[src/cts_defs.vh]
// constants for the capacitive touch status and timing block
`ifndef CTS_DEFS_VH
`define CTS_DEFS_VH
// register byte offsets
`define CTS_OFS_CTRL      12'h000
`define CTS_OFS_STATUS    12'h004
`define CTS_OFS_TIMING    12'h008
`define CTS_OFS_RESULT    12'h00C
// status field positions
`define CTS_ST_TOUCH      0
`define CTS_ST_RELEASE    1
`define CTS_ST_ROUND      2
`define CTS_ST_EXPIRY     3
`define CTS_ST_OVERWR     4
`define CTS_ST_BUSY       8
`define CTS_ST_SENSE_PIN_COUNT_MINUS_ONE_LO    16
// timing field positions
`define CTS_TM_THR_LO     0
`define CTS_TM_EXP_LO     12
`define CTS_TM_GAP_LO     16
`define CTS_TM_SETTLE_LO  24
`define CTS_TM_DWELL_LO   26
`define CTS_TM_POL        31
// control field positions
`define CTS_CT_MODE_LO    0
`define CTS_CT_DIV_LO     8
// result field positions
`define CTS_RS_TOUCH      16
`define CTS_RS_EXPIRY     17
// scan modes
`define CTS_MODE_OFF      2'h0
`define CTS_MODE_SINGLE   2'h1
`define CTS_MODE_CONT     2'h2
// reset values
`define CTS_RST_CTRL      32'h0000_0000
`define CTS_RST_TIMING    32'h0000_0000
`define CTS_RST_FLAGS     5'h00
// settle delay per code, in divided clocks
`define CTS_SETTLE_0      4'h0
`define CTS_SETTLE_1      4'h3
`define CTS_SETTLE_2      4'h5
`define CTS_SETTLE_3      4'h9
// divided clocks per unit of round interval
`define CTS_ROUND_GAP_UNIT 4096
`endif

[src/cts_clkdiv.v]
// divided function clock tick generator
`timescale 1ns/1ps
module cts_clkdiv
(
   input  wire       clk,
   input  wire       rst_n,
   input  wire [3:0] div,
   output wire       tick
);
   reg [3:0] cnt_reg;   // cycles since last tick
   reg [3:0] cnt_next;

   // one tick every div+1 system cycles
   assign tick = (cnt_reg >= div); // [RULE18]

   // wrap on tick; >= keeps a shrinking divider from stalling
   always @*
   begin
      if (tick)
         cnt_next = 4'h0;
      else
         cnt_next = cnt_reg + 4'h1;
   end

   // counter flop
   always @(posedge clk or negedge rst_n)
   begin
      if (!rst_n)
         cnt_reg <= 4'h0;
      else
         cnt_reg <= cnt_next;
   end
endmodule

[src/cts_top.v]
// capacitive touch scan sequencer with status and timing registers
//
// The implementer's own choice: the AHB-Lite slave port.
`timescale 1ns/1ps
`include "cts_defs.vh"
// Notes on behaviour
// [RULE1] flags sticky, write one clears them
// [RULE2] touch classification sets bit 0
// [RULE3] no-touch classification sets bit 1
// [RULE4] round or single-shot end sets bit 2
// [RULE5] expiry before trigger sets bit 3
// [RULE6] unread touch result overwritten sets bit 4
// [RULE7] unread no-touch result overwritten silently
// [RULE8] busy bit 8 high during poll
// [RULE9] bits 19:16 give pin count minus one
// [RULE10] software changes timing only when idle; here timing writes take effect at once, even mid-scan
// [RULE11] bits 11:0 are the touch threshold
// [RULE12] expiry count is two to exponent
// [RULE13] wait 4096 times interval between rounds
// [RULE14] settle wait 0,3,5,9 before sampling
// [RULE15] dwell 1,2,4,8 in step zero
// [RULE16] polarity clear: above threshold is touch
// [RULE17] polarity set: at or below is touch
// [RULE18] divided clock is function clock over divider+1
// [RULE19] result touch bit marks touch trigger
// [RULE20] counter steps once per divided clock
module cts_top
#(
   parameter        SENSE_PINS     = 1,
   parameter [20:0] ROUND_GAP_UNIT = `CTS_ROUND_GAP_UNIT
)
(
   input  wire                  CLK_SYS,
   input  wire                  RESET_N,
   input  wire                  HSEL,
   input  wire [11:0]           HADDR,
   input  wire [1:0]            HTRANS,
   input  wire                  HWRITE,
   input  wire [2:0]            HSIZE,
   input  wire [31:0]           HWDATA,
   input  wire                  HREADY,
   output wire [31:0]           HRDATA,
   output wire                  HREADYOUT,
   output wire                  HRESP,
   input  wire                  SENSE_RETURN,
   output wire [SENSE_PINS-1:0] SENSE_DRIVE_OUT,
   output wire [SENSE_PINS-1:0] SENSE_DRIVE_OE
);
   // sequencer states
   localparam [2:0] ST_IDLE   = 3'd0;
   localparam [2:0] ST_DWELL  = 3'd1;
   localparam [2:0] ST_SETTLE = 3'd2;
   localparam [2:0] ST_COUNT  = 3'd3;
   localparam [2:0] ST_GAP    = 3'd4;
   localparam [31:0] PIN_MAX  = SENSE_PINS - 1; // full width before the cut to four bits
   localparam [3:0] SENSE_PIN_COUNT_MINUS_ONE      = PIN_MAX[3:0];
   localparam [3:0] LAST_X    = PIN_MAX[3:0];

   // bus side
   reg         wr_pend_reg;      // write data phase pending
   reg  [11:0] wr_addr_reg;      // address of pending write
   reg  [31:0] rdata_reg;        // read data for data phase
   reg  [31:0] rdata_next;
   wire        acc;              // accepted address phase
   wire        rd_acc;
   wire        wr_ctrl;
   wire        wr_status;
   wire        wr_timing;

   // software visible state
   reg  [1:0]  mode_reg;         // scan_mode_select
   reg  [3:0]  div_reg;          // function_clock_divider
   reg  [31:0] timing_reg;       // scan_timing_threshold
   reg  [4:0]  flags_reg;        // sticky event flags
   reg  [4:0]  flags_set;
   reg  [11:0] res_count_reg;    // last measured count
   reg  [3:0]  res_x_reg;        // pin of last result
   reg         res_touch_reg;    // result_touch_bit
   reg         res_expiry_reg;
   reg         res_unread_reg;   // result not yet read

   // timing fields
   wire [11:0] touch_threshold;
   wire [3:0]  expiry_exponent;
   wire [7:0]  round_interval;
   wire [1:0]  sample_settle_delay;
   wire [1:0]  reset_state_dwell;
   wire        touch_polarity;

   // sequencer
   reg  [2:0]  state_reg;
   reg  [2:0]  state_next;
   reg  [3:0]  x_reg;            // pin under measurement
   reg  [3:0]  x_next;
   reg  [3:0]  wait_reg;         // dwell and settle countdown
   reg  [3:0]  wait_next;
   reg  [12:0] cnt_reg;          // measurement counter
   reg  [12:0] cnt_next;
   reg  [20:0] gap_reg;          // inter-round countdown
   reg  [20:0] gap_next;
   reg         rec;              // store a result this cycle
   reg  [12:0] rec_count;
   reg         rec_touch;
   reg         rec_expiry;
   reg         round_end;
   wire        tick;
   wire [13:0] exp_count;
   wire [12:0] cnt_inc;
   wire        above;
   wire        is_touch;
   wire        busy;
   wire [3:0]  settle_load;
   wire [3:0]  dwell_load;
   wire [20:0] gap_load;

   // return pin synchroniser
   reg         sync1_reg;        // metastability stage only
   reg         sync2_reg;
   reg         sync3_reg;
   reg         sense_reg;        // filtered return level

   assign HREADYOUT = 1'b1;
   assign HRESP     = 1'b0;
   assign HRDATA    = rdata_reg;

   assign touch_threshold     = timing_reg[`CTS_TM_THR_LO +: 12]; // [RULE11]
   assign expiry_exponent     = timing_reg[`CTS_TM_EXP_LO +: 4];
   assign round_interval      = timing_reg[`CTS_TM_GAP_LO +: 8];
   assign sample_settle_delay = timing_reg[`CTS_TM_SETTLE_LO +: 2];
   assign reset_state_dwell   = timing_reg[`CTS_TM_DWELL_LO +: 2];
   assign touch_polarity      = timing_reg[`CTS_TM_POL];

   // zero wait state slave: every accepted phase completes next cycle
   assign acc       = HSEL & HTRANS[1] & HREADY;
   assign rd_acc    = acc & ~HWRITE;
   assign wr_ctrl   = wr_pend_reg & (wr_addr_reg == `CTS_OFS_CTRL);
   assign wr_status = wr_pend_reg & (wr_addr_reg == `CTS_OFS_STATUS);
   assign wr_timing = wr_pend_reg & (wr_addr_reg == `CTS_OFS_TIMING);

   // divided function clock
   cts_clkdiv u_div
   (
      .clk   (CLK_SYS),
      .rst_n (RESET_N),
      .div   (div_reg),
      .tick  (tick)
   );

   // exponent above 12 is illegal; the result is then undefined
   assign exp_count = 14'h0001 << expiry_exponent; // [RULE12]
   assign cnt_inc   = cnt_reg + 13'h0001;
   assign above     = (cnt_reg > {1'b0, touch_threshold});
   // polarity picks which side of the threshold is a touch
   assign is_touch  = touch_polarity ? ~above : above; // [RULE16] [RULE17]
   assign busy      = (state_reg != ST_IDLE) && (state_reg != ST_GAP); // [RULE8]

   assign settle_load = (sample_settle_delay == 2'd0) ? `CTS_SETTLE_0 :
                        (sample_settle_delay == 2'd1) ? `CTS_SETTLE_1 :
                        (sample_settle_delay == 2'd2) ? `CTS_SETTLE_2 :
                        `CTS_SETTLE_3; // [RULE14]
   // dwell counts down to zero, so load one less than 1,2,4,8
   assign dwell_load  = (4'h1 << reset_state_dwell) - 4'h1; // [RULE15]
   assign gap_load    = {13'h0000, round_interval} * ROUND_GAP_UNIT; // [RULE13]

   // read mux, sampled in the address phase
   always @*
   begin
      rdata_next = 32'h0000_0000;
      case (HADDR)
         `CTS_OFS_CTRL:
            rdata_next = {20'h0_0000, div_reg, 6'h00, mode_reg};
         `CTS_OFS_STATUS:
            rdata_next = {12'h000, SENSE_PIN_COUNT_MINUS_ONE, 7'h00, busy, 3'h0, flags_reg}; // [RULE9]
         `CTS_OFS_TIMING:
            rdata_next = timing_reg;
         `CTS_OFS_RESULT:
            rdata_next = {14'h0000, res_expiry_reg, res_touch_reg,
                          res_x_reg, res_count_reg};
         default:
            rdata_next = 32'h0000_0000;  // unmapped reads as zero
      endcase
   end

   // bus phase flops
   always @(posedge CLK_SYS or negedge RESET_N)
   begin
      if (!RESET_N)
      begin
         wr_pend_reg <= 1'b0;
         wr_addr_reg <= 12'h000;
         rdata_reg   <= 32'h0000_0000;
      end
      else
      begin
         wr_pend_reg <= acc & HWRITE;
         if (acc)
            wr_addr_reg <= HADDR;
         if (rd_acc)
            rdata_reg <= rdata_next;
      end
   end

   // sequencer next state
   always @*
   begin
      state_next = state_reg;
      x_next     = x_reg;
      wait_next  = wait_reg;
      cnt_next   = cnt_reg;
      gap_next   = gap_reg;
      rec        = 1'b0;
      rec_count  = cnt_reg;
      rec_touch  = 1'b0;
      rec_expiry = 1'b0;
      round_end  = 1'b0;
      case (state_reg)
         ST_IDLE:
         begin
            if (mode_reg == `CTS_MODE_SINGLE || mode_reg == `CTS_MODE_CONT)
            begin
               state_next = ST_DWELL;
               x_next     = 4'h0;
               wait_next  = dwell_load;
            end
         end
         ST_DWELL:
         begin
            if (tick)
            begin
               if (wait_reg == 4'h0)
               begin
                  state_next = ST_SETTLE;
                  wait_next  = settle_load;
               end
               else
                  wait_next = wait_reg - 4'h1; // [RULE15]
            end
         end
         ST_SETTLE:
         begin
            // the return pin is ignored until the settle time is over
            if (tick)
            begin
               if (wait_reg == 4'h0)
               begin
                  state_next = ST_COUNT;
                  cnt_next   = 13'h0000;
               end
               else
                  wait_next = wait_reg - 4'h1; // [RULE14]
            end
         end
         ST_COUNT:
         begin
            if (tick)
            begin
               if (sense_reg)
               begin
                  rec       = 1'b1;
                  rec_touch = is_touch; // [RULE19]
               end
               else if ({1'b0, cnt_inc} == exp_count)
               begin
                  rec        = 1'b1; // [RULE5]
                  rec_expiry = 1'b1;
                  rec_count  = cnt_inc;
               end
               else
                  cnt_next = cnt_inc; // [RULE20]
               if (rec)
               begin
                  if (x_reg == LAST_X)
                  begin
                     round_end = 1'b1;
                     x_next    = 4'h0;
                     if (mode_reg == `CTS_MODE_CONT)
                     begin
                        state_next = ST_GAP;
                        gap_next   = gap_load;
                     end
                     else
                        state_next = ST_IDLE;
                  end
                  else
                  begin
                     state_next = ST_DWELL;
                     x_next     = x_reg + 4'h1;
                     wait_next  = dwell_load;
                  end
               end
            end
         end
         ST_GAP:
         begin
            if (tick)
            begin
               if (gap_reg == 21'h00_0000)
               begin
                  state_next = ST_DWELL;
                  wait_next  = dwell_load;
               end
               else
                  gap_next = gap_reg - 21'h00_0001; // [RULE13]
            end
         end
         default:
            state_next = ST_IDLE;
      endcase
      // scan mode cleared by software stops the scan at once
      if (mode_reg == `CTS_MODE_OFF)
         state_next = ST_IDLE;
   end

   // event set terms
   always @*
   begin
      flags_set = 5'h00;
      flags_set[`CTS_ST_TOUCH]   = rec & ~rec_expiry & rec_touch; // [RULE2]
      flags_set[`CTS_ST_RELEASE] = rec & ~rec_expiry & ~rec_touch; // [RULE3]
      flags_set[`CTS_ST_ROUND]   = round_end; // [RULE4]
      flags_set[`CTS_ST_EXPIRY]  = rec & rec_expiry; // [RULE5]
      // a pending no-touch result is simply replaced
      flags_set[`CTS_ST_OVERWR]  = rec & res_unread_reg & res_touch_reg; // [RULE6] [RULE7]
   end

   // sequencer flops
   always @(posedge CLK_SYS or negedge RESET_N)
   begin
      if (!RESET_N)
      begin
         state_reg <= ST_IDLE;
         x_reg     <= 4'h0;
         wait_reg  <= 4'h0;
         cnt_reg   <= 13'h0000;
         gap_reg   <= 21'h00_0000;
      end
      else
      begin
         state_reg <= state_next;
         x_reg     <= x_next;
         wait_reg  <= wait_next;
         cnt_reg   <= cnt_next;
         gap_reg   <= gap_next;
      end
   end

   // control and timing registers
   always @(posedge CLK_SYS or negedge RESET_N)
   begin
      if (!RESET_N)
      begin
         mode_reg   <= `CTS_MODE_OFF;   // scanning off out of reset
         div_reg    <= 4'h0;
         timing_reg <= `CTS_RST_TIMING;
      end
      else
      begin
         // single shot returns to off when its round ends
         if (round_end && mode_reg == `CTS_MODE_SINGLE)
            mode_reg <= `CTS_MODE_OFF;
         // a software write in the same cycle wins, being newer
         if (wr_ctrl)
         begin
            mode_reg <= HWDATA[`CTS_CT_MODE_LO +: 2];
            div_reg  <= HWDATA[`CTS_CT_DIV_LO +: 4];
         end
         // no interlock: writes during a scan take effect at once
         if (wr_timing)
            timing_reg <= HWDATA; // [RULE10]
      end
   end

   // sticky flags: a set in the clearing cycle survives
   always @(posedge CLK_SYS or negedge RESET_N)
   begin
      if (!RESET_N)
         flags_reg <= `CTS_RST_FLAGS;
      else if (wr_status)
         flags_reg <= (flags_reg & ~HWDATA[4:0]) | flags_set; // [RULE1]
      else
         flags_reg <= flags_reg | flags_set; // [RULE1]
   end

   // result register
   always @(posedge CLK_SYS or negedge RESET_N)
   begin
      if (!RESET_N)
      begin
         res_count_reg  <= 12'h000;
         res_x_reg      <= 4'h0;
         res_touch_reg  <= 1'b0;
         res_expiry_reg <= 1'b0;
         res_unread_reg <= 1'b0;
      end
      else if (rec)
      begin
         // a count of 4096 saturates in the 12-bit field
         res_count_reg  <= rec_count[12] ? 12'hFFF : rec_count[11:0];
         res_x_reg      <= x_reg;
         res_touch_reg  <= rec_touch; // [RULE19]
         res_expiry_reg <= rec_expiry;
         res_unread_reg <= 1'b1;
      end
      else if (rd_acc && HADDR == `CTS_OFS_RESULT)
         res_unread_reg <= 1'b0;
   end

   // three stage synchroniser; level taken when stages two and three agree
   always @(posedge CLK_SYS or negedge RESET_N)
   begin
      if (!RESET_N)
      begin
         sync1_reg <= 1'b0;
         sync2_reg <= 1'b0;
         sync3_reg <= 1'b0;
         sense_reg <= 1'b0;
      end
      else
      begin
         sync1_reg <= SENSE_RETURN;
         sync2_reg <= sync1_reg;
         sync3_reg <= sync2_reg;
         if (sync2_reg == sync3_reg)
            sense_reg <= sync3_reg;
      end
   end

   // pad drive per pin: low in dwell, high while settling and counting
   genvar g;
   generate
      for (g = 0; g < SENSE_PINS; g = g + 1)
      begin : g_pad
         reg out_reg;
         reg oe_reg;
         always @(posedge CLK_SYS or negedge RESET_N)
         begin
            if (!RESET_N)
            begin
               out_reg <= 1'b0;
               oe_reg  <= 1'b0;
            end
            else
            begin
               oe_reg  <= (x_next == g) && (state_next == ST_DWELL ||
                          state_next == ST_SETTLE || state_next == ST_COUNT);
               out_reg <= (x_next == g) && (state_next == ST_SETTLE ||
                          state_next == ST_COUNT);
            end
         end
         assign SENSE_DRIVE_OUT[g] = out_reg;
         assign SENSE_DRIVE_OE[g]  = oe_reg;
      end
   endgenerate
endmodule

[config.mk]
export PLATFORM = sky130hd
export DESIGN_NAME = cts_top
export DESIGN_NICKNAME = d
export VERILOG_FILES = /design/src/cts_clkdiv.v /design/src/cts_top.v
export VERILOG_INCLUDE_DIRS = /design/src /design/src/src
export SDC_FILE = /design/constraint.sdc
export NUM_CORES = 1
export LEC_CHECK = 0
export ABC_AREA = 1
export CORE_AREA = 2 2 152 154
export DETAILED_ROUTE_END_ITERATION = 7
export DIE_AREA = 0 0 154 156
export DONT_BUFFER_PORTS = 1
export PLACE_DENSITY = 0.61
export SYNTH_ARGS = -nofsm -noshare
export SYNTH_HDL_FRONTEND = slang
export SYNTH_SLANG_ARGS = --single-unit
[constraint.sdc]
create_clock -name CLK_SYS -period 2.6 [get_ports CLK_SYS]
set_input_delay 0 -clock CLK_SYS [delete_from_list [all_inputs] [get_ports CLK_SYS]]
set_output_delay 0 -clock CLK_SYS [all_outputs]
set_load 0.02 [all_outputs]
==> metrics.txt <==
outcome complete, but fails checks; failing checks hold timing; vias per inst between 5 and 6; synth unique cells between 40 and 50; row count 55; fin crit period roughly 2500 ps; crit-path cells ha_4 > nand2_2 > nor2_4 > nand2_2 > nand2_2 > nand2_2 > nand2_1 > nand3_2 > nor2_4 > nand3_4 > o21bai_4 > nand2_4 > nand2_4 > nand2_1 > nor3_1 > a21oi_1; longest individual stage delay on the worst path 420 ps; vias 7509; Crit Path Class flop to flop; Max-Cap Viols 0; Filler cells between 2000 and 2500; largest net degree at the start of global routing about 160; Diodes inserted 0; HPWL Detailed 16800 um; Post-Synth Adder-Cell Area 0.0383; Hold Violations, Final between 150 and 200; VDD IR-drop max approximately 0.42 mV; 1st-iter DRT viols approximately 590; clock slew at reported path FFs around 70 ps; H-tree depth 4; Main synth FF type dfrtp_1; post-synthesis xor/xnor area fraction 0.0210; Max Fanout on Critical Path 8; CP most frequent cell nand2_2; Longest Clk Path Bufs 2; Post-synth ARST share 1.00; fmax around 400 MHz; Clock Latency Late Sink between 400 and 500 ps; number of flops mapped to enable cells by yosys 0; Worst EP required roughly 2900 ps; critical path launch point type flop; CP Capture Type flop; IO buf count 0; YS warnings 0; Worst Max-Slew Pin Slew ~550 ps; # setup viols final 0; Lkg Pwr around 5.3 nW; Die H between 150 and 200 um; gr usage total 0.203; post-synthesis cell count around 1100; area grow syn2layout 22.6%; internal power 0.00432 W; Final nets 1235; initial antenna violation count 0; grt ovf 0; Core Region between 20000 and 25000 sq um; Relative slew margins 0.632; crit share post-route 0.947; post-route ant nets 0; # IOs 91; RSZ-0062 raised after global routing yes; Post-Synthesis Net Count ~1100; GPL Wtd Cong around 0.93; vias in the first global route roughly 7400; TritonCTS clock tree built; Max stage delay cell, worst path dfrtp_1; Compound-Gate Fraction of Synth Area 0.139; Remaining DRCs 0; clock tree sinks 162; Hold Buf Count CTS 50; tightest hold margin -736 ps; power share of the combinational group 0.136; WL/cell ~16 um; Num CTS Buffers 17; post-synthesis mux area share 0.0424; Worst Skew 11.4 ps; Pre-Repair DR Iteration Count 4; largest family of logic cells by synthesized area simple AND/OR/NAND/NOR gates; switching part of the total 0.279; worst slack at placement roughly 110 ps; first-pass GRT wire length about 38000 um; Setup WS post-layout 138 ps; Initial Util 0.392; RR Startpoint cnt_reg[1]$_DFFE_PN0P_; Post-Syn Area 8760 sq um; share of layout cells above drive strength 1 0.169; Reg power frac 0.461; Clock Power Share 0.403; sequential share of the synthesized area 0.463; simple-gate share of the synthesized area 0.215; reg2reg path depth 16; full die area ~24000 sq um; FF+latch count, synth approximately 160; Post-Syn Area per Cell approximately 8.3 sq um; Final Max Tran Viols 0; pwr dens 558 nW/um^2; Reg2Reg Capture Point wait_reg[1]$_DFFE_PN0P_; Die Width 154 um; type of the tightest min-delay check input pin to async pin; Worst Path Arrival ~2800 ps; net switching power between 0.0015 and 0.002 W; reg-to-reg slack, setup 140 ps; total routed wirelength around 23000 um; CTS Root Cell clkbuf_16
## power by group through the flow
stage          registers (W)  clock network [W]  logic [W]
2_1_floorplan        0.00278                  0   0.000553
3_3_place_gp         0.00281                  0   0.000690
3_5_place_dp         0.00281                  0   0.000718
4_1_cts              0.00276            0.00247   0.000786
5_1_grt              0.00278            0.00258   0.000910
6_report             0.00276            0.00241   0.000814
## metrics by stage
step | cells | util | total power, W | instance area (sq um) | setup TNS, ps
after floorplan | 1051 | - | 0.00334 | 8760 | 0
after global placement | 1364 | 0.422 | 0.00350 | 9430 | 0
after detailed placement | 1364 | 0.422 | 0.00353 | 9430 | 0
after CTS | 1446 | 0.469 | 0.00602 | 10500 | 0
after global routing | 1452 | 0.481 | 0.00627 | 10700 | -1680
final | 1452 | 0.481 | 0.00599 | 10700 | 0
## per-layer routing
metal | part of all wire | vias to the layer above | routed length [um] | track usage
li1 | - | 3693 | - | -
met1 | 0.45 | 3624 | 10600 | 0.266
met2 | 0.49 | 163 | 11500 | 0.343
met3 | 0.047 | 29 | 1100 | 0.0406
met4 | 0.014 | 0 | 328 | 0.0534
met5 | 0 | - | 0 | 0
## layout make-up
cell class	count	area, sq um	area share
Clock buffer	20	467	0.0434
Tap cell	285	357	0.0332
Clock inverter	12	96.3	0.00896
Inverter	152	573	0.0533
Sequential cell	162	4060	0.377
Multi-Input combinational cell	709	4180	0.389
Timing Repair Buffer	112	1010	0.0943
## placed cells by master (no fill, tap or decap), types with 8 or more instances in the layout
| master | n |
|---|---|
| a21oi_1 | 26 |
| a22o_1 | 10 |
| a22oi_1 | 8 |
| a32o_1 | 8 |
| buf_4 | 54 |
| clkbuf_16 | 17 |
| dfrtp_1 | 160 |
| dlygate4sd3_1 | 50 |
| ha_1 | 25 |
| inv_1 | 141 |
| mux2_2 | 33 |
| nand2_1 | 211 |
| nand2_2 | 14 |
| nand3_1 | 56 |
| nand4_1 | 16 |
| nor2_1 | 74 |
| nor3_1 | 14 |
| nor4_1 | 9 |
| o21ai_0 | 96 |
| o22ai_1 | 14 |
| o31ai_2 | 8 |
| xor2_1 | 17 |
## cell usage after synthesis (8+ instances only)
cell type,n,share of area
nor3_1,16,0.0091
o21ai_0,101,0.058
o22ai_1,14,0.010
a22oi_1,8,0.0069
nor4_1,9,0.0064
a21oi_1,28,0.016
ha_1,26,0.037
a32o_1,8,0.0091
inv_1,143,0.061
nand2_1,225,0.096
nor2_1,80,0.034
dfrtp_1,162,0.46
clkbuf_1,16,0.0069
a22o_1,10,0.010
mux2_2,33,0.042
nand4_1,16,0.011
nand3_1,63,0.036
xor2_1,17,0.017
## worst max-delay path by stage
stage / from / end / slack, ps / cells after the start
6_report: cnt_reg[1]$_DFFE_PN0P_ / wait_reg[1]$_DFFE_PN0P_ / 140 / 16
5_1_grt: cnt_reg[1]$_DFFE_PN0P_ / res_count_reg[11]$_DFFE_PN0P_ / -100 / 17
4_1_cts: div_reg[1]$_DFFE_PN0P_ / res_count_reg[0]$_DFFE_PN0P_ / 70 / 16
3_5_place_dp: div_reg[1]$_DFFE_PN0P_ / res_count_reg[0]$_DFFE_PN0P_ / 110 / 16
3_3_place_gp: cnt_reg[0]$_DFFE_PN0P_ / gap_reg[1]$_DFFE_PN0P_ / 110 / 16
2_1_floorplan: cnt_reg[1]$_DFFE_PN0P_ / gap_reg[2]$_DFFE_PN0P_ / 380 / 15
## worst max-delay path, delay by kind of cell, from the launching register on
family | cells | cell delay, ps
compound gates | 2 | 260
fa+ha+maj | 1 | 180
flops | 1 | 420
simple gates | 13 | 1480
## what timing repair did
action / in CTS / in global routing
setup endpoints to repair: 0 / 50
buffers inserted: 0 / 6
hold endpoints to repair: 219 / 162
resized for setup: 0 / 59
## cell families after synthesis
family,Yosys count
and+or+nand+nor,431
AOI/OAI and AO/OA,195
buffers and inverters,180
DFF,162
muxes,33
adders and majority gates,27
xor gates and xnor gates,21
other,2
No activity file was read; power rests on OpenSTA's default activity.
